## src/core/irq_pkg.sv

```systemverilog
package irq_pkg;
	// program counter width and vector addresses; fixed priority follows list order
	localparam int          PC_W          = 13;
	localparam logic [12:0] VEC_SERIAL    = 13'h0010;
	localparam logic [12:0] VEC_COMBINED  = 13'h0014;
	localparam logic [12:0] VEC_LOW_SUP   = 13'h0018;
	// register offsets (byte addresses, word aligned)
	localparam logic [3:0]  OFS_CTRL      = 4'h0;
	localparam logic [3:0]  OFS_FLAGS     = 4'h4;
	localparam logic [3:0]  OFS_STATUS    = 4'h8;
	// control register field positions
	localparam int          B_GLOBAL_EN   = 0;
	localparam int          B_SERIAL_EN   = 1;
	localparam int          B_COMB_EN     = 2;
	localparam int          B_CONV_EN     = 3;
	localparam int          B_NVW_EN      = 4;
	localparam int          B_LOW_EN      = 5;
	// flag register field positions
	localparam int          B_SERIAL_F    = 0;
	localparam int          B_COMB_F      = 1;
	localparam int          B_CONV_F      = 2;
	localparam int          B_NVW_F       = 3;
	localparam int          B_LOW_F       = 4;
	localparam int          NFLAG         = 5;
	localparam logic [5:0]  CTRL_RST      = 6'h00;
	localparam logic [4:0]  FLAGS_RST     = 5'h00;
	// selection codes of the arbiter
	typedef enum logic [1:0] {
		SEL_NONE     = 2'b00,
		SEL_SERIAL   = 2'b01,
		SEL_COMBINED = 2'b10,
		SEL_LOW_SUP  = 2'b11
	} sel_t;
endpackage : irq_pkg

```

## src/core/req_flag.sv

```systemverilog
`timescale 1ns/1ps
`default_nettype none
// one sticky request flag: hardware set beats any clear
module req_flag (
	input  wire logic clk_i,
	input  wire logic rst_i,
	input  wire logic set_i,
	input  wire logic clr_i,
	output logic      flag_o
);
	// set wins over a clear in the same cycle
	always_ff @(posedge clk_i or posedge rst_i) begin
		if (rst_i)
			flag_o <= 1'b0;
		else if (set_i)
			flag_o <= 1'b1;
		else if (clr_i)
			flag_o <= 1'b0;
	end
endmodule : req_flag
`default_nettype wire

```

## src/core/irq_logic.sv

```systemverilog
// Implementation choices: the Avalon-MM interface to the registers and the address map.
`timescale 1ns/1ps
`default_nettype none
// Operation
// serial flag sets on byte done or two-wire address match.
// serial vector needs flag, global enable, serial enable, stack not full.
// taking serial interrupt clears serial flag and global enable.
// combined flag sets when converter or write-done flag becomes set.
// taking combined interrupt clears combined flag and global enable only.
// software clears converter and write-done flags itself.
// converter flag sets per conversion; vectors with global, converter, combined enables.
// write-done flag sets at write end; vectors with global, write, combined enables.
// low-supply flag sets on detector report; vectors with global and low enables.
// taking low-supply interrupt clears its flag and global enable.
// in sleep or idle, any flag rising edge wakes, enables ignored.
// flag already high on sleep entry gives no wake-up.
// set flags stay set until serviced or cleared by software.
// only the program counter is pushed when an interrupt is taken.
// interrupt return pops program counter and sets global enable.
// plain return pops program counter and leaves global enable low.
// service routines should avoid calls to protect a nearly full stack.
// taking an interrupt loads the program counter with the vector.
// global enable low blocks all interrupts; flags still record.
// one interrupt per cycle by fixed priority serial, combined, low-supply.
module irq_logic (
	input  wire logic                   clk_i,
	input  wire logic                   rst_i,
	// avalon-mm slave
	input  wire logic [3:0]             address_i,
	input  wire logic                   read_i,
	input  wire logic                   write_i,
	input  wire logic [31:0]            writedata_i,
	output logic      [31:0]            readdata_o,
	output logic                        waitrequest_o,
	output logic      [1:0]             response_o,
	// event sources (same clock domain)
	input  wire logic                   serial_byte_done_i,
	input  wire logic                   serial_addr_match_i,
	input  wire logic                   converter_done_i,
	input  wire logic                   nv_write_end_i,
	input  wire logic                   low_supply_i,
	// core side
	input  wire logic                   sleep_i,
	input  wire logic                   stack_full_i,
	input  wire logic                   return_from_irq_instr_i,
	input  wire logic                   plain_return_instr_i,
	input  wire logic [irq_pkg::PC_W-1:0] pc_i,
	output logic                        push_o,
	output logic      [irq_pkg::PC_W-1:0] push_pc_o,
	output logic                        load_pc_o,
	output logic      [irq_pkg::PC_W-1:0] vector_o,
	output logic                        wakeup_o,
	output logic                        global_irq_enable_o
);
	import irq_pkg::*;

	logic [5:0]       ctrl_ff;
	logic [NFLAG-1:0] flag;
	logic [NFLAG-1:0] prev_flag_ff;
	logic             low_prev_ff;
	logic             conv_prev_ff;
	logic             nvw_prev_ff;
	logic             ack_ff;
	logic [31:0]      nxt_readdata;
	logic             nxt_global;
	sel_t             sel;

	// enable and flag bit names
	wire global_irq_enable        = ctrl_ff[B_GLOBAL_EN];
	wire serial_module_irq_enable = ctrl_ff[B_SERIAL_EN];
	wire combined_irq_enable      = ctrl_ff[B_COMB_EN];
	wire converter_irq_enable     = ctrl_ff[B_CONV_EN];
	wire nv_write_irq_enable      = ctrl_ff[B_NVW_EN];
	wire low_supply_irq_enable    = ctrl_ff[B_LOW_EN];
	wire serial_module_req_flag   = flag[B_SERIAL_F];
	wire combined_req_flag        = flag[B_COMB_F];
	wire converter_done_flag      = flag[B_CONV_F];
	wire nv_write_done_flag       = flag[B_NVW_F];
	wire low_supply_req_flag      = flag[B_LOW_F];

	// bus decode: one-cycle wait then acknowledge
	wire access   = (read_i | write_i) & ~ack_ff;
	wire hit_ctrl = (address_i == OFS_CTRL);
	wire hit_flag = (address_i == OFS_FLAGS);
	wire hit_stat = (address_i == OFS_STATUS);
	wire mapped   = hit_ctrl | hit_flag | hit_stat;
	wire wr_ctrl  = write_i & ack_ff & hit_ctrl;
	wire wr_flag  = write_i & ack_ff & hit_flag;
	// software clears flags by writing one to them
	wire [NFLAG-1:0] sw_clr = wr_flag ? writedata_i[NFLAG-1:0] : '0;

	// event sets
	wire conv_rise = converter_done_flag & ~conv_prev_ff;
	wire nvw_rise  = nv_write_done_flag & ~nvw_prev_ff;
	wire low_rise  = low_supply_i & ~low_prev_ff;
	wire set_serial = serial_byte_done_i | serial_addr_match_i;
	wire set_comb   = conv_rise | nvw_rise;

	// request qualification, stack and global gate
	wire can_take  = global_irq_enable & ~stack_full_i;
	wire req_ser   = serial_module_req_flag & serial_module_irq_enable;
	wire req_comb  = combined_req_flag & combined_irq_enable
		& ((converter_done_flag & converter_irq_enable)
		| (nv_write_done_flag & nv_write_irq_enable));
	wire req_low   = low_supply_req_flag & low_supply_irq_enable;

	// fixed priority: one taken per cycle
	assign sel = !can_take ? SEL_NONE :
		req_ser  ? SEL_SERIAL :
		req_comb ? SEL_COMBINED :
		req_low  ? SEL_LOW_SUP : SEL_NONE;
	wire take = (sel != SEL_NONE);

	// hardware clears on service; members of combined untouched
	wire [NFLAG-1:0] hw_clr;
	assign hw_clr[B_SERIAL_F] = (sel == SEL_SERIAL);
	assign hw_clr[B_COMB_F]   = (sel == SEL_COMBINED);
	assign hw_clr[B_CONV_F]   = 1'b0;
	assign hw_clr[B_NVW_F]    = 1'b0;
	assign hw_clr[B_LOW_F]    = (sel == SEL_LOW_SUP);

	wire [NFLAG-1:0] hw_set;
	assign hw_set[B_SERIAL_F] = set_serial;
	assign hw_set[B_COMB_F]   = set_comb;
	assign hw_set[B_CONV_F]   = converter_done_i;
	assign hw_set[B_NVW_F]    = nv_write_end_i;
	assign hw_set[B_LOW_F]    = low_rise;

	// sticky flags, one instance per request
	genvar gi;
	for (gi = 0; gi < NFLAG; gi++) begin : g_flag
		req_flag u_flag (
			.clk_i  (clk_i),
			.rst_i  (rst_i),
			.set_i  (hw_set[gi]),
			.clr_i  (hw_clr[gi] | sw_clr[gi]),
			.flag_o (flag[gi])
		);
	end

	// global enable: cleared on take, set by interrupt return or a control register write
	always_comb begin
		nxt_global = global_irq_enable;
		if (wr_ctrl)
			nxt_global = writedata_i[B_GLOBAL_EN];
		if (return_from_irq_instr_i)
			nxt_global = 1'b1;
		if (take)
			nxt_global = 1'b0;
	end
	// plain return leaves global enable as is

	// control register
	always_ff @(posedge clk_i or posedge rst_i) begin
		if (rst_i)
			ctrl_ff <= CTRL_RST;
		else begin
			if (wr_ctrl)
				ctrl_ff[5:1] <= writedata_i[5:1];
			ctrl_ff[B_GLOBAL_EN] <= nxt_global;
		end
	end

	// edge history for member and detector sets and wake-up
	always_ff @(posedge clk_i or posedge rst_i) begin
		if (rst_i) begin
			prev_flag_ff <= FLAGS_RST;
			conv_prev_ff <= 1'b0;
			nvw_prev_ff  <= 1'b0;
			low_prev_ff  <= 1'b0;
		end else begin
			prev_flag_ff <= flag;
			conv_prev_ff <= converter_done_flag;
			nvw_prev_ff  <= nv_write_done_flag;
			low_prev_ff  <= low_supply_i;
		end
	end

	// wake-up on any flag rising edge, enables ignored
	wire any_rise = |(flag & ~prev_flag_ff);

	// readback mux
	always_comb begin
		nxt_readdata = 32'h0000_0000;
		if (hit_ctrl)
			nxt_readdata[5:0] = ctrl_ff;
		else if (hit_flag)
			nxt_readdata[NFLAG-1:0] = flag;
		else if (hit_stat)
			nxt_readdata[2:0] = {stack_full_i, sleep_i, global_irq_enable};
	end

	// core outputs and bus answer registers
	always_ff @(posedge clk_i or posedge rst_i) begin
		if (rst_i) begin
			push_o              <= 1'b0;
			push_pc_o           <= '0;
			load_pc_o           <= 1'b0;
			vector_o            <= '0;
			wakeup_o            <= 1'b0;
			global_irq_enable_o <= 1'b0;
			ack_ff              <= 1'b0;
			waitrequest_o       <= 1'b1;
			readdata_o          <= 32'h0000_0000;
			response_o          <= 2'h0;
		end else begin
			push_o              <= take;
			push_pc_o           <= pc_i;
			load_pc_o           <= take;
			vector_o            <= (sel == SEL_SERIAL) ? VEC_SERIAL :
				(sel == SEL_COMBINED) ? VEC_COMBINED : VEC_LOW_SUP;
			wakeup_o            <= sleep_i & any_rise;
			global_irq_enable_o <= nxt_global;
			ack_ff              <= access;
			waitrequest_o       <= ~access;
			readdata_o          <= nxt_readdata;
			response_o          <= mapped ? 2'h0 : 2'h2;
		end
	end

	// taken interrupt always clears global enable next cycle
	global_clear_a: assert property (@(posedge clk_i) disable iff (rst_i)
		take |=> !global_irq_enable) else $error("global enable not cleared on take");
	// nothing taken while global enable low
	no_take_a: assert property (@(posedge clk_i) disable iff (rst_i)
		!global_irq_enable |-> !take) else $error("interrupt taken with global enable low");
	// serial flag cleared after service unless set again
	serial_clear_a: assert property (@(posedge clk_i) disable iff (rst_i)
		(sel == SEL_SERIAL) && !set_serial |=> !serial_module_req_flag) else $error("serial flag kept");
	// converter member of combined survives its service
	member_keep_a: assert property (@(posedge clk_i) disable iff (rst_i)
		(sel == SEL_COMBINED) && converter_done_flag && !sw_clr[B_CONV_F] |=> converter_done_flag)
		else $error("converter flag lost on service");
	// low-supply flag cleared after service
	low_clear_a: assert property (@(posedge clk_i) disable iff (rst_i)
		(sel == SEL_LOW_SUP) && !low_rise |=> !low_supply_req_flag) else $error("low flag kept");
	// interrupt return raises global enable
	return_enable_a: assert property (@(posedge clk_i) disable iff (rst_i)
		return_from_irq_instr_i && !take |=> global_irq_enable) else $error("return did not enable");
	// plain return with global low keeps it low
	plain_keep_a: assert property (@(posedge clk_i) disable iff (rst_i)
		plain_return_instr_i && !return_from_irq_instr_i && !wr_ctrl && !global_irq_enable
		|=> !global_irq_enable) else $error("plain return changed enable");
	// push and vector load appear together one cycle after take
	push_vec_a: assert property (@(posedge clk_i) disable iff (rst_i)
		take |=> push_o && load_pc_o && push_pc_o == $past(pc_i)) else $error("push or load missing");
	// converter flag rising edge sets combined flag next cycle
	comb_set_a: assert property (@(posedge clk_i) disable iff (rst_i)
		conv_rise |=> combined_req_flag) else $error("combined flag not set");
	// wake-up follows a flag rise in sleep
	wake_a: assert property (@(posedge clk_i) disable iff (rst_i)
		sleep_i && $rose(serial_module_req_flag) |=> wakeup_o) else $error("no wake-up on rise");

	// a serial byte or address event always lands in its flag
	serial_set_a: assert property (@(posedge clk_i) disable iff (rst_i)
		set_serial |=> serial_module_req_flag) else $error("serial flag not set");
	// a full stack blocks every take
	stack_block_a: assert property (@(posedge clk_i) disable iff (rst_i)
		stack_full_i |-> !take) else $error("interrupt taken with stack full");
	// serial take loads the serial vector
	serial_vec_a: assert property (@(posedge clk_i) disable iff (rst_i)
		(sel == SEL_SERIAL) |=> vector_o == VEC_SERIAL) else $error("wrong serial vector");
	// combined take loads the combined vector
	comb_vec_a: assert property (@(posedge clk_i) disable iff (rst_i)
		(sel == SEL_COMBINED) |=> vector_o == VEC_COMBINED) else $error("wrong combined vector");
	// low-supply take loads the low-supply vector
	low_vec_a: assert property (@(posedge clk_i) disable iff (rst_i)
		(sel == SEL_LOW_SUP) |=> vector_o == VEC_LOW_SUP) else $error("wrong low-supply vector");
	// end of conversion sets the converter flag
	conv_set_a: assert property (@(posedge clk_i) disable iff (rst_i)
		converter_done_i |=> converter_done_flag) else $error("converter flag not set");
	// end of a memory write sets the write-done flag
	nvw_set_a: assert property (@(posedge clk_i) disable iff (rst_i)
		nv_write_end_i |=> nv_write_done_flag) else $error("write-done flag not set");
	// detector rising edge sets the low-supply flag
	low_set_a: assert property (@(posedge clk_i) disable iff (rst_i)
		low_rise |=> low_supply_req_flag) else $error("low-supply flag not set");
	// serial request beats the others when it may be taken
	serial_first_a: assert property (@(posedge clk_i) disable iff (rst_i)
		can_take && req_ser |-> sel == SEL_SERIAL) else $error("priority order broken");
	// a set flag holds while nothing clears it
	flag_hold_a: assert property (@(posedge clk_i) disable iff (rst_i)
		serial_module_req_flag && !hw_clr[B_SERIAL_F] && !sw_clr[B_SERIAL_F] |=> serial_module_req_flag)
		else $error("serial flag dropped");
	// no wake-up pulse outside sleep
	sleep_only_a: assert property (@(posedge clk_i) disable iff (rst_i)
		!sleep_i |=> !wakeup_o) else $error("wake-up while awake");
	// no wake-up pulse without a flag rising edge
	no_rise_wake_a: assert property (@(posedge clk_i) disable iff (rst_i)
		!any_rise |=> !wakeup_o) else $error("wake-up without rising flag");
	// write-done member also survives combined service
	write_keep_a: assert property (@(posedge clk_i) disable iff (rst_i)
		(sel == SEL_COMBINED) && nv_write_done_flag && !sw_clr[B_NVW_F] |=> nv_write_done_flag)
		else $error("write-done flag lost on service");
	// write-done rising edge sets the combined flag
	nvw_comb_a: assert property (@(posedge clk_i) disable iff (rst_i)
		nvw_rise |=> combined_req_flag) else $error("combined flag not set by write");
	// an accepted access is answered on the next edge
	bus_answer_a: assert property (@(posedge clk_i) disable iff (rst_i)
		access |=> !waitrequest_o) else $error("bus access not answered");
	// the answer stands for one cycle only
	answer_once_a: assert property (@(posedge clk_i) disable iff (rst_i)
		!waitrequest_o |=> waitrequest_o) else $error("waitrequest low too long");
endmodule : irq_logic
`default_nettype wire

```

## config.mk

```make
export PLATFORM = sky130hd
export DESIGN_NAME = irq_logic
export DESIGN_NICKNAME = d
export VERILOG_FILES = /design/src/core/irq_pkg.sv /design/src/core/req_flag.sv /design/src/core/irq_logic.sv
export SDC_FILE = /design/constraint.sdc
export NUM_CORES = 1
export LEC_CHECK = 0
export BUFFER_PORTS_ARGS = -buffer_cell sky130_fd_sc_hd__buf_2
export CAP_MARGIN = 25
export CORE_MARGIN = 8
export CORE_UTILIZATION = 35
export DETAILED_ROUTE_END_ITERATION = 10
export PLACE_DENSITY = 0.83
export SLEW_MARGIN = 30
export SYNTH_ARGS = -nofsm -noshare
export SYNTH_HDL_FRONTEND = slang
export SYNTH_SLANG_ARGS = --single-unit
```

## constraint.sdc

```tcl
create_clock -name clk_i -period 1.4 [get_ports clk_i]
set_input_delay 0.28 -clock clk_i [delete_from_list [all_inputs] [get_ports clk_i]]
set_output_delay 0.28 -clock clk_i [all_outputs]
set_load 0.03 [all_outputs]
```

==> results.cfg, run 1 <==
[cts]
cts_hold_buf = 0
cts_sinks = 44
path_clk_slew_ps = 80
clockBufferDepth = 2
htree_num_levels = 2
root_buffer = clkbuf_8
cts_tree = built
insertion_delay_ps = 290
cts_buffers = 5

[synthesis]
ys_warn_count = 0
ys_seq_elements = 44
synth-adder-area-share = 0.02596
synth_top_family_by_area = buffers and inverters
yosysSeqAreaShare = 0.5717
synth_xor_area_frac = 0
synthDistinctLibCells = 39
synthSimpleGateAreaFrac = 0.07463
muxShareOfSynthArea = 0.06100
synthCells = 157
syn_area_um2 = 1928
synth-compound-area-share = 0.08631
postSynthAreaPerCell_um2 = 12.28

[critical_path]
cp-end-kind = flip-flop
crit_arrival_ps = 1730
cp_slowest_cell = dfrtp_1
critical_path.top_delay_family = compound AO/OA/AOI/OAI gates
cp-start-kind = flip-flop
cp_max_fo = 4
crit_type = reg -> reg
rrSetupSlack_ps = -150
cp_cell_sequence = a22oi_2, nor2_2, o211ai_1, ha_1, a311oi_1, or3_1
cp_data_required_time_ps = 1570
crit_buf_inv = 0
slowest_delay_ps = 400

[final_layout]
area_delta_synth_final_pct = 28.16
fin_nets = 311
fin_area_um2 = 2471
num_antenna_cells = 0
layout-drive-gt1-share = 0.4675

[power]
finalPower_mw = 3.293
power.density_nw_per_um2 = 1333
p_leak_nw = 1.338
ir_worst_vdd_mv = 0.4802

[sta]
post-route-min-period_ps = 1553
timing.final.ws_setup_ps = -152.6
max_clock_freq_mhz = 644.1
fin_skew_ps = 3.263
min_period_over_period = 1.109
final_max_slew_viol_count = 0
hold_viol_final = 0
setup_violations = 4
whs_ps = 13.01
rsz0062_at_grt = yes

[run]
drv_cap = 0

[grt]
grt_pass1_vias = 1462
grt_start_max_net_pins = 25
antenna_found_initial = 0
grt.overflow.total = 0
grt_usage = 0.1066
grt_pass1_wl_mm = 6.989

[floorplan]
dieHeight_um = 90.22
dieArea_um2 = 8140
rows = 27
core_um2 = 5405
io_pins = 127
start_util = 0.3567
fp.dieW_um = 90.22

[route]
totalWireLength_mm = 4.354
drtAntennaViolNets = 0
vias = 1325
routed_via_density = 4.167
drt-initial-drc-count = 25
routedWlPerCell_um = 13.69
drc = 0
first_pass_iters = 4

[placed_design]
port_buffers = 62
dp_hpwl_mm = 3.620
placedInstanceArea_um2 = 2335
place_congestion = 0.8145

[status]
violations = negative setup slack
status = finished with violations

[hold_path]
hp-class = in -> async
==> tightest hold or removal path, delay by kind of cell <==
| family | cells | cell delay (ps) |
|---|---|---|
| buffers and inverters | 3 | 400 |
==> cell families (layout without fill, tap and decap cells) <==
kind of cell | Yosys count | after routing
AO/OA/AOI/OAI | 21 | 21
buffers and inverters | 51 | 104
other | 2 | 38
adder cells (fa/ha/maj) | 4 | 4
flip-flops | 44 | 44
AND/OR/NAND/NOR | 26 | 26
multiplexers | 9 | 9
==> cell usage after synthesis <==
| cell | count | area (µm²) |
|---|---|---|
| dfrtp_1 | 43 | 1076 |
| buf_4 | 39 | 292.8 |
| inv_1 | 10 | 37.54 |
| mux2_4 | 5 | 75.07 |
| nor2_1 | 5 | 18.77 |
| ha_1 | 4 | 50.05 |
| nand2_1 | 4 | 15.01 |
| a22oi_1 | 3 | 22.52 |
| nand3_1 | 3 | 15.01 |
| nor2b_1 | 3 | 18.77 |
| nor3_1 | 3 | 15.01 |
| o22ai_1 | 3 | 18.77 |
| a21o_1 | 2 | 15.01 |
| a31o_2 | 2 | 17.52 |
| conb_1 | 2 | 7.510 |
| mux2_2 | 2 | 22.52 |
| mux2i_1 | 2 | 20.02 |
| a211o_2 | 1 | 10.01 |
| a21boi_0 | 1 | 7.510 |
| a2bb2oi_1 | 1 | 8.760 |
| a311o_1 | 1 | 10.01 |
| a311oi_1 | 1 | 8.760 |
| and2_1 | 1 | 6.260 |
| buf_2 | 1 | 5.000 |
| clkbuf_2 | 1 | 5.000 |
| dfstp_2 | 1 | 26.28 |
| nand2_4 | 1 | 11.26 |
| nand2b_1 | 1 | 6.260 |
| nor3b_1 | 1 | 7.510 |
| nor4bb_1 | 1 | 10.01 |
| o211a_1 | 1 | 10.01 |
| o211ai_1 | 1 | 7.510 |
| o21a_1 | 1 | 7.510 |
| o21ai_0 | 1 | 5.000 |
| o22a_1 | 1 | 8.760 |
| o31a_1 | 1 | 8.760 |
| or2_2 | 1 | 6.260 |
| or3_1 | 1 | 6.260 |
| or3_2 | 1 | 7.510 |
==> repair_timing <==
action	in CTS	in global routing
endpoints found under the setup margin	3	6
buffers inserted	1	1
pin swaps	4	2
gates cloned	0	0
resized for setup	9	0
==> cell usage in the layout, fill, tap and decap left out, drive strengths merged, types with 2 or more instances in the layout <==
| cell type | n |
|---|---|
| buf | 86 |
| dfrtp | 43 |
| conb | 38 |
| inv | 10 |
| mux2 | 7 |
| clkbuf | 6 |
| nor2 | 5 |
| nand2 | 5 |
| ha | 4 |
| nand3 | 3 |
| nor3 | 3 |
| nor2b | 3 |
| o22ai | 3 |
| a22oi | 3 |
| a21o | 2 |
| a31o | 2 |
| mux2i | 2 |
| or3 | 2 |
==> per-layer routing <==
layer / track usage / wire length [µm]
met5: 0 / 0
met4: 0.04577 / 76
met3: 0.03574 / 281
met2: 0.1902 / 2275
met1: 0.1114 / 1720
==> cell type report <==
type                    instances  area, µm²
fillers                       533       2934
well taps                      72      90.09
multi-input cells              98      656.9
flip-flops and latches         44       1104
repair buffers                 86      498.0
inverters                      10      37.54
clock buffers                   6      72.57
clock inverters                 2      12.51
==> stage by stage <==
stage | instances | setup slack [ps] | utilization | TNS [ps]
floorplan | 193 | -86.16 | - | -162.1
global placement | 308 | -164.5 | 0.4319 | -366.4
detailed placement | 308 | -179.0 | 0.4319 | -412.9
CTS | 317 | -167.7 | 0.4558 | -348.1
global route | 318 | -243.1 | 0.4572 | -693.5
finish | 318 | -152.6 | 0.4572 | -319.9
==> state kept, by name, summed over array words and instances (netlist names) <==
name / count
readdata_o: 6
ctrl_ff: 6
response_o: 1
ack_ff: 1
low_prev_ff: 1
g_flag.u_flag.flag_o: 5
prev_flag_ff: 5
vector_o: 3
load_pc_o: 1
wakeup_o: 1
push_pc_o: 13
waitrequest_o: 1
==> report_power, final <==
| part | switching, mW | internal [mW] |
|---|---|---|
| clock network | 0.398 | 0.348 |
| registers | 0.0715 | 1.43 |
| logic | 0.624 | 0.417 |
| total | 1.09 | 2.20 |
==> worst paths after layout <==
kind / endpoint / depth (start not counted) / from
max: g_flag[0].u_flag.flag_o$_DFFE_PP0P_ / 6 / ctrl_ff[3]$_DFFE_PP0P_
min: push_pc_o[1]$_DFF_PP0_ / 3 / rst_i
max reg2reg: g_flag[0].u_flag.flag_o$_DFFE_PP0P_ / 6 / ctrl_ff[3]$_DFFE_PP0P_
min reg2reg: g_flag[4].u_flag.flag_o$_DFFE_PP0P_ / 1 / low_prev_ff$_DFF_PP0_
max in group asynchronous: ctrl_ff[0]$_DFFE_PP0P_ / 3 / rst_i
min in group clk_i: push_pc_o[4]$_DFF_PP0_ / 1 / pc_i[4]
(Power assumes the default switching activity.)
==> run 2: changes to the inputs <==
- PLACE_DENSITY: 0.83 -> 0.81
- clock period: 1.4 -> 1.55 ns (I/O delays scaled with it)
==> results.cfg, run 2 (synthesized netlist as in run 1, its figures left out) <==
[route]
drc = 0
first_pass_iters = 4
totalWireLength_mm = 4.427
routedWlPerCell_um = 14.33
routed_via_density = 4.146
drtAntennaViolNets = 0
drt-initial-drc-count = 46
vias = 1281

[grt]
grt.overflow.total = 0
grt_pass1_vias = 1480
antenna_found_initial = 0
grt_pass1_wl_mm = 7.017
grt_usage = 0.1077
grt_start_max_net_pins = 30

[final_layout]
largest-register = push_pc_o
nFillCells = 535
area_delta_synth_final_pct = 26.22
fin_cells = 309
final_common_cell = buf_2
largest_reg_flops = 13
final_cell_mix = 62 x buf_2, 42 x dfrtp_1, 38 x conb_1
layout-drive-gt1-share = 0.4430
fin_nets = 302
reg_top3 = push_pc_o x13, ctrl_ff x6, readdata_o x6
num_antenna_cells = 0
fin_area_um2 = 2434

[floorplan]
core_um2 = 5405
dieArea_um2 = 8140
dieHeight_um = 90.22
io_pins = 127
rows = 27
start_util = 0.3567
fp.dieW_um = 90.22

[sta]
post-route-min-period_ps = 1665
whs_ps = 114.8
rsz0062_at_grt = yes
max_clock_freq_mhz = 600.7
tightestPinTransition_ps = 580.9
timing.final.ws_setup_ps = -114.8
fin_skew_ps = 3.798
relSlewSlack = 0.6103
final_max_slew_viol_count = 0
hold_viol_final = 0
setup_violations = 1
min_period_over_period = 1.074

[critical_path]
r2r_cells = 6
crit_type = reg -> reg
cp-start-kind = flip-flop
cp_max_fo = 4
cp_slowest_cell = dfrtp_1
crit_arrival_ps = 1840
rrSetupSlack_ps = -110
timing.rr.end = g_flag[0].u_flag.flag_o$_DFFE_PP0P_
crit_buf_inv = 0
cp-end-kind = flip-flop
slowest_delay_ps = 400
r2r_start = g_flag[2].u_flag.flag_o$_DFFE_PP0P_
cp_data_required_time_ps = 1720
critical_path.top_delay_family = compound AO/OA/AOI/OAI gates
cp_cell_sequence = a22oi_2, nor2_2, o211ai_1, ha_1, a311oi_1, or3_1

[status]
status = finished with violations
violations = negative setup slack

[cts]
clockBufferDepth = 2
cts_buffers = 5
root_buffer = clkbuf_8
cts_sinks = 44
path_clk_slew_ps = 80
cts_tree = built
insertion_delay_ps = 290
htree_num_levels = 2

[placed_design]
pre_cts_ws_ps = -107.3
place_congestion = 0.8344
dp_hpwl_mm = 3.436
dp_cells = 297
port_buffers = 62
placedInstanceArea_um2 = 2257

[hold_path]
hp-class = in -> reg
hold_depth = 1
hold_end = push_pc_o[1]$_DFF_PP0_
worstHoldStart = pc_i[1]

[power]
power.density_nw_per_um2 = 1275
p_leak_nw = 1.297
ir_worst_vdd_mv = 0.4163
finalPower_mw = 3.103

[run]
drv_cap = 0
run 2: timing repair:
item                       in CTS  in global routing
hold buffers                    1                  0
gates resized for setup         4                  6
pin swaps                       2                  2
setup buffers                   2                  2
setup endpoints to repair       2                  4
hold endpoints to repair        9                  0
run 2: cell type report:
type                            count  area, µm²  area share
Sequential cell                    44       1104      0.4535
Multi-Input combinational cell     98      656.9      0.2699
Timing Repair Buffer               77      437.9      0.1799
Tap cell                           72      90.09     0.03702
Clock buffer                        6      72.57     0.02982
Inverter                           10      37.54     0.01542
Clock inverter                      2      35.03     0.01440
run 2: worst max-delay path by stage:
stage / startpoint / end / slack [ps] / cells after the start
2_1_floorplan: ctrl_ff[0]$_DFFE_PP0P_ / g_flag[0].u_flag.flag_o$_DFFE_PP0P_ / 20 / 6
3_5_place_dp: g_flag[2].u_flag.flag_o$_DFFE_PP0P_ / g_flag[0].u_flag.flag_o$_DFFE_PP0P_ / -110 / 6
5_1_grt: g_flag[2].u_flag.flag_o$_DFFE_PP0P_ / g_flag[0].u_flag.flag_o$_DFFE_PP0P_ / -180 / 6
6_report: g_flag[2].u_flag.flag_o$_DFFE_PP0P_ / g_flag[0].u_flag.flag_o$_DFFE_PP0P_ / -110 / 6
3_3_place_gp: g_flag[2].u_flag.flag_o$_DFFE_PP0P_ / g_flag[0].u_flag.flag_o$_DFFE_PP0P_ / -40 / 6
4_1_cts: g_flag[2].u_flag.flag_o$_DFFE_PP0P_ / g_flag[0].u_flag.flag_o$_DFFE_PP0P_ / -60 / 6
run 2: routing by layer:
| metal | wire [µm] | GRT usage | up-vias |
|---|---|---|---|
| met5 | 0 | 0 | - |
| met4 | 95 | 0.04854 | 0 |
| met3 | 327 | 0.04655 | 9 |
| met2 | 2369 | 0.1877 | 60 |
| met1 | 1634 | 0.1090 | 609 |
| li1 | - | - | 603 |
run 2: report_power, final:
group	switching [mW]	internal, mW	total (mW)
clock	0.368	0.478	0.846
combinational	0.559	0.331	0.890
sequential	0.0718	1.30	1.37
run 2: metrics by stage:
step	setup TNS, ps	utilization
4_1_cts	-63.80	0.4440
2_1_floorplan	0	-
3_5_place_dp	-186.0	0.4176
3_3_place_gp	-44.99	0.4176
6_report	-114.8	0.4502
5_1_grt	-268.7	0.4502
==> run 3: changes to the inputs <==
==> constraint.sdc (replaced) <==
create_clock -name clk_i -period 1.55 [get_ports clk_i]
set_input_delay 0.155 -clock clk_i [delete_from_list [all_inputs] [get_ports clk_i]]
set_output_delay 0.155 -clock clk_i [all_outputs]
set_load 0.03 [all_outputs]
==> results.cfg, run 3 (synthesized netlist as in run 1, its figures left out) <==
[placed_design]
dp_hpwl_mm = 3.428
port_buffers = 62
place_congestion = 0.7846
pre_cts_ws_ps = -148.8

[route]
vias = 1337
first_pass_iters = 4
routed_via_density = 4.165
totalWireLength_mm = 4.491
drt-initial-drc-count = 66
routedWlPerCell_um = 13.99
drtAntennaViolNets = 0
drc = 0

[final_layout]
area_delta_synth_final_pct = 32.19
final_common_cell = buf_2
fin_nets = 314
final_cell_mix = 62 x buf_2, 42 x dfrtp_1, 38 x conb_1
largest_reg_flops = 13
num_antenna_cells = 0
finish.utilization = 0.4715
layout-drive-gt1-share = 0.4137
largest-register = push_pc_o
reg_top3 = push_pc_o x13, ctrl_ff x6, readdata_o x6

[sta]
post-route-min-period_ps = 1600
timing.final.ws_setup_ps = -50.09
whs_ps = 35.46
hold_viol_final = 0
max_clock_freq_mhz = 625.0
fin_skew_ps = 5.849
min_period_over_period = 1.032
setup_violations = 1
final_max_slew_viol_count = 0
rsz0062_at_grt = yes
tns_ps = -50.09

[cts]
path_clk_slew_ps = 80
clockBufferDepth = 2
cts_buffers = 5
cts_sinks = 44
root_buffer = clkbuf_8
cts_tree = built
htree_num_levels = 2
insertion_delay_ps = 300

[grt]
antenna_found_initial = 0
grt_pass1_vias = 1464
grt_start_max_net_pins = 24
grt_pass1_wl_mm = 7.162
grt.overflow.total = 0
grt_usage = 0.1118

[critical_path]
cp_data_required_time_ps = 1730
crit_type = reg -> reg
crit_arrival_ps = 1780
r2r_start = g_flag[2].u_flag.flag_o$_DFFE_PP0P_
r2r_cells = 6
cp-end-kind = flip-flop
cp-start-kind = flip-flop
rrSetupSlack_ps = -50
cp_max_fo = 4
timing.rr.end = g_flag[0].u_flag.flag_o$_DFFE_PP0P_

[floorplan]
start_util = 0.3567
io_pins = 127
dieArea_um2 = 8140
dieHeight_um = 90.22
core_um2 = 5405
fp.dieW_um = 90.22
rows = 27

[run]
drv_cap = 0

[power]
ir_worst_vdd_mv = 0.3989
finalPower_mw = 3.152
p_leak_nw = 1.345
power.density_nw_per_um2 = 1237

[hold_path]
hold_depth = 2
hp-class = in -> reg
hold_end = g_flag[3].u_flag.flag_o$_DFFE_PP0P_
worstHoldStart = nv_write_end_i

[status]
violations = negative setup slack
status = finished with violations
-- run 3: cell count changes in the layout (fill, tap and decap cells not counted) --
cell / previous run / this run
buf_12: 1 / 0
ha_4: 2 / 1
clkbuf_1: 1 / 0
buf_4: 13 / 12
clkinv_2: 1 / 0
o22a_1: 0 / 1
clkbuf_8: 5 / 6
dlygate4sd3_1: 1 / 15
o22a_2: 1 / 0
clkinv_4: 0 / 1
ha_2: 1 / 2
-- run 3: per-layer routing --
layer  vias up  wire length, µm  GRT usage
li1        626                -          -
met1       655             1700     0.1127
met2        51             2405     0.1945
met3         5              309    0.04738
met4         0               76    0.05409
met5         -                0          0
-- run 3: layout make-up --
class | instances | area, µm²
clock buffers | 6 | 82.58
clock inverters | 2 | 38.79
fillers | 510 | 2856
inverters | 10 | 37.54
multi-input cells | 98 | 645.6
flip-flops and latches | 44 | 1104
well taps | 72 | 90.09
repair buffers | 89 | 550.5
-- run 3: worst max path at each step --
stage / to / from / slack (ps) / cells past startpoint
detailed placement: g_flag[0].u_flag.flag_o$_DFFE_PP0P_ / g_flag[2].u_flag.flag_o$_DFFE_PP0P_ / -150 / 6
finish: g_flag[0].u_flag.flag_o$_DFFE_PP0P_ / g_flag[2].u_flag.flag_o$_DFFE_PP0P_ / -50 / 6
global placement: g_flag[0].u_flag.flag_o$_DFFE_PP0P_ / g_flag[2].u_flag.flag_o$_DFFE_PP0P_ / -50 / 6
global route: g_flag[0].u_flag.flag_o$_DFFE_PP0P_ / g_flag[2].u_flag.flag_o$_DFFE_PP0P_ / -170 / 6
floorplan: g_flag[0].u_flag.flag_o$_DFFE_PP0P_ / ctrl_ff[0]$_DFFE_PP0P_ / 20 / 6
CTS: g_flag[0].u_flag.flag_o$_DFFE_PP0P_ / g_flag[2].u_flag.flag_o$_DFFE_PP0P_ / -80 / 6
-- run 3: what timing repair did --
| item | 4_1_cts | 5_1_grt |
|---|---|---|
| buffers inserted | 2 | 1 |
| setup endpoints to repair | 2 | 4 |
| hold endpoints to repair | 57 | 0 |
| pin swaps | 1 | 3 |
| gates cloned | 0 | 0 |
| resized for setup | 4 | 4 |
| hold buffers | 15 | 0 |
-- run 3: per-stage QoR --
step | area (µm²) | cells
floorplan | 2064 | 193
global placement | 2237 | 296
detailed placement | 2237 | 296
CTS | 2534 | 321
global route | 2549 | 321
finish | 2549 | 321
-- run 3: where the power goes --
| part | internal, mW | total, mW | switching, mW |
|---|---|---|---|
| clock | 0.527 | 0.912 | 0.385 |
| sequential | 1.30 | 1.37 | 0.0743 |
| combinational | 0.330 | 0.871 | 0.541 |
| total | 2.15 | 3.15 | 1.00 |
-- run 3: worst max-delay path: stages, from the launching register on --
cell and delay (ps):
dfrtp_1 400, a22oi_2 220, nor2_2 80, o211ai_1 220, ha_1 200, a311oi_1 50
or3_1 320
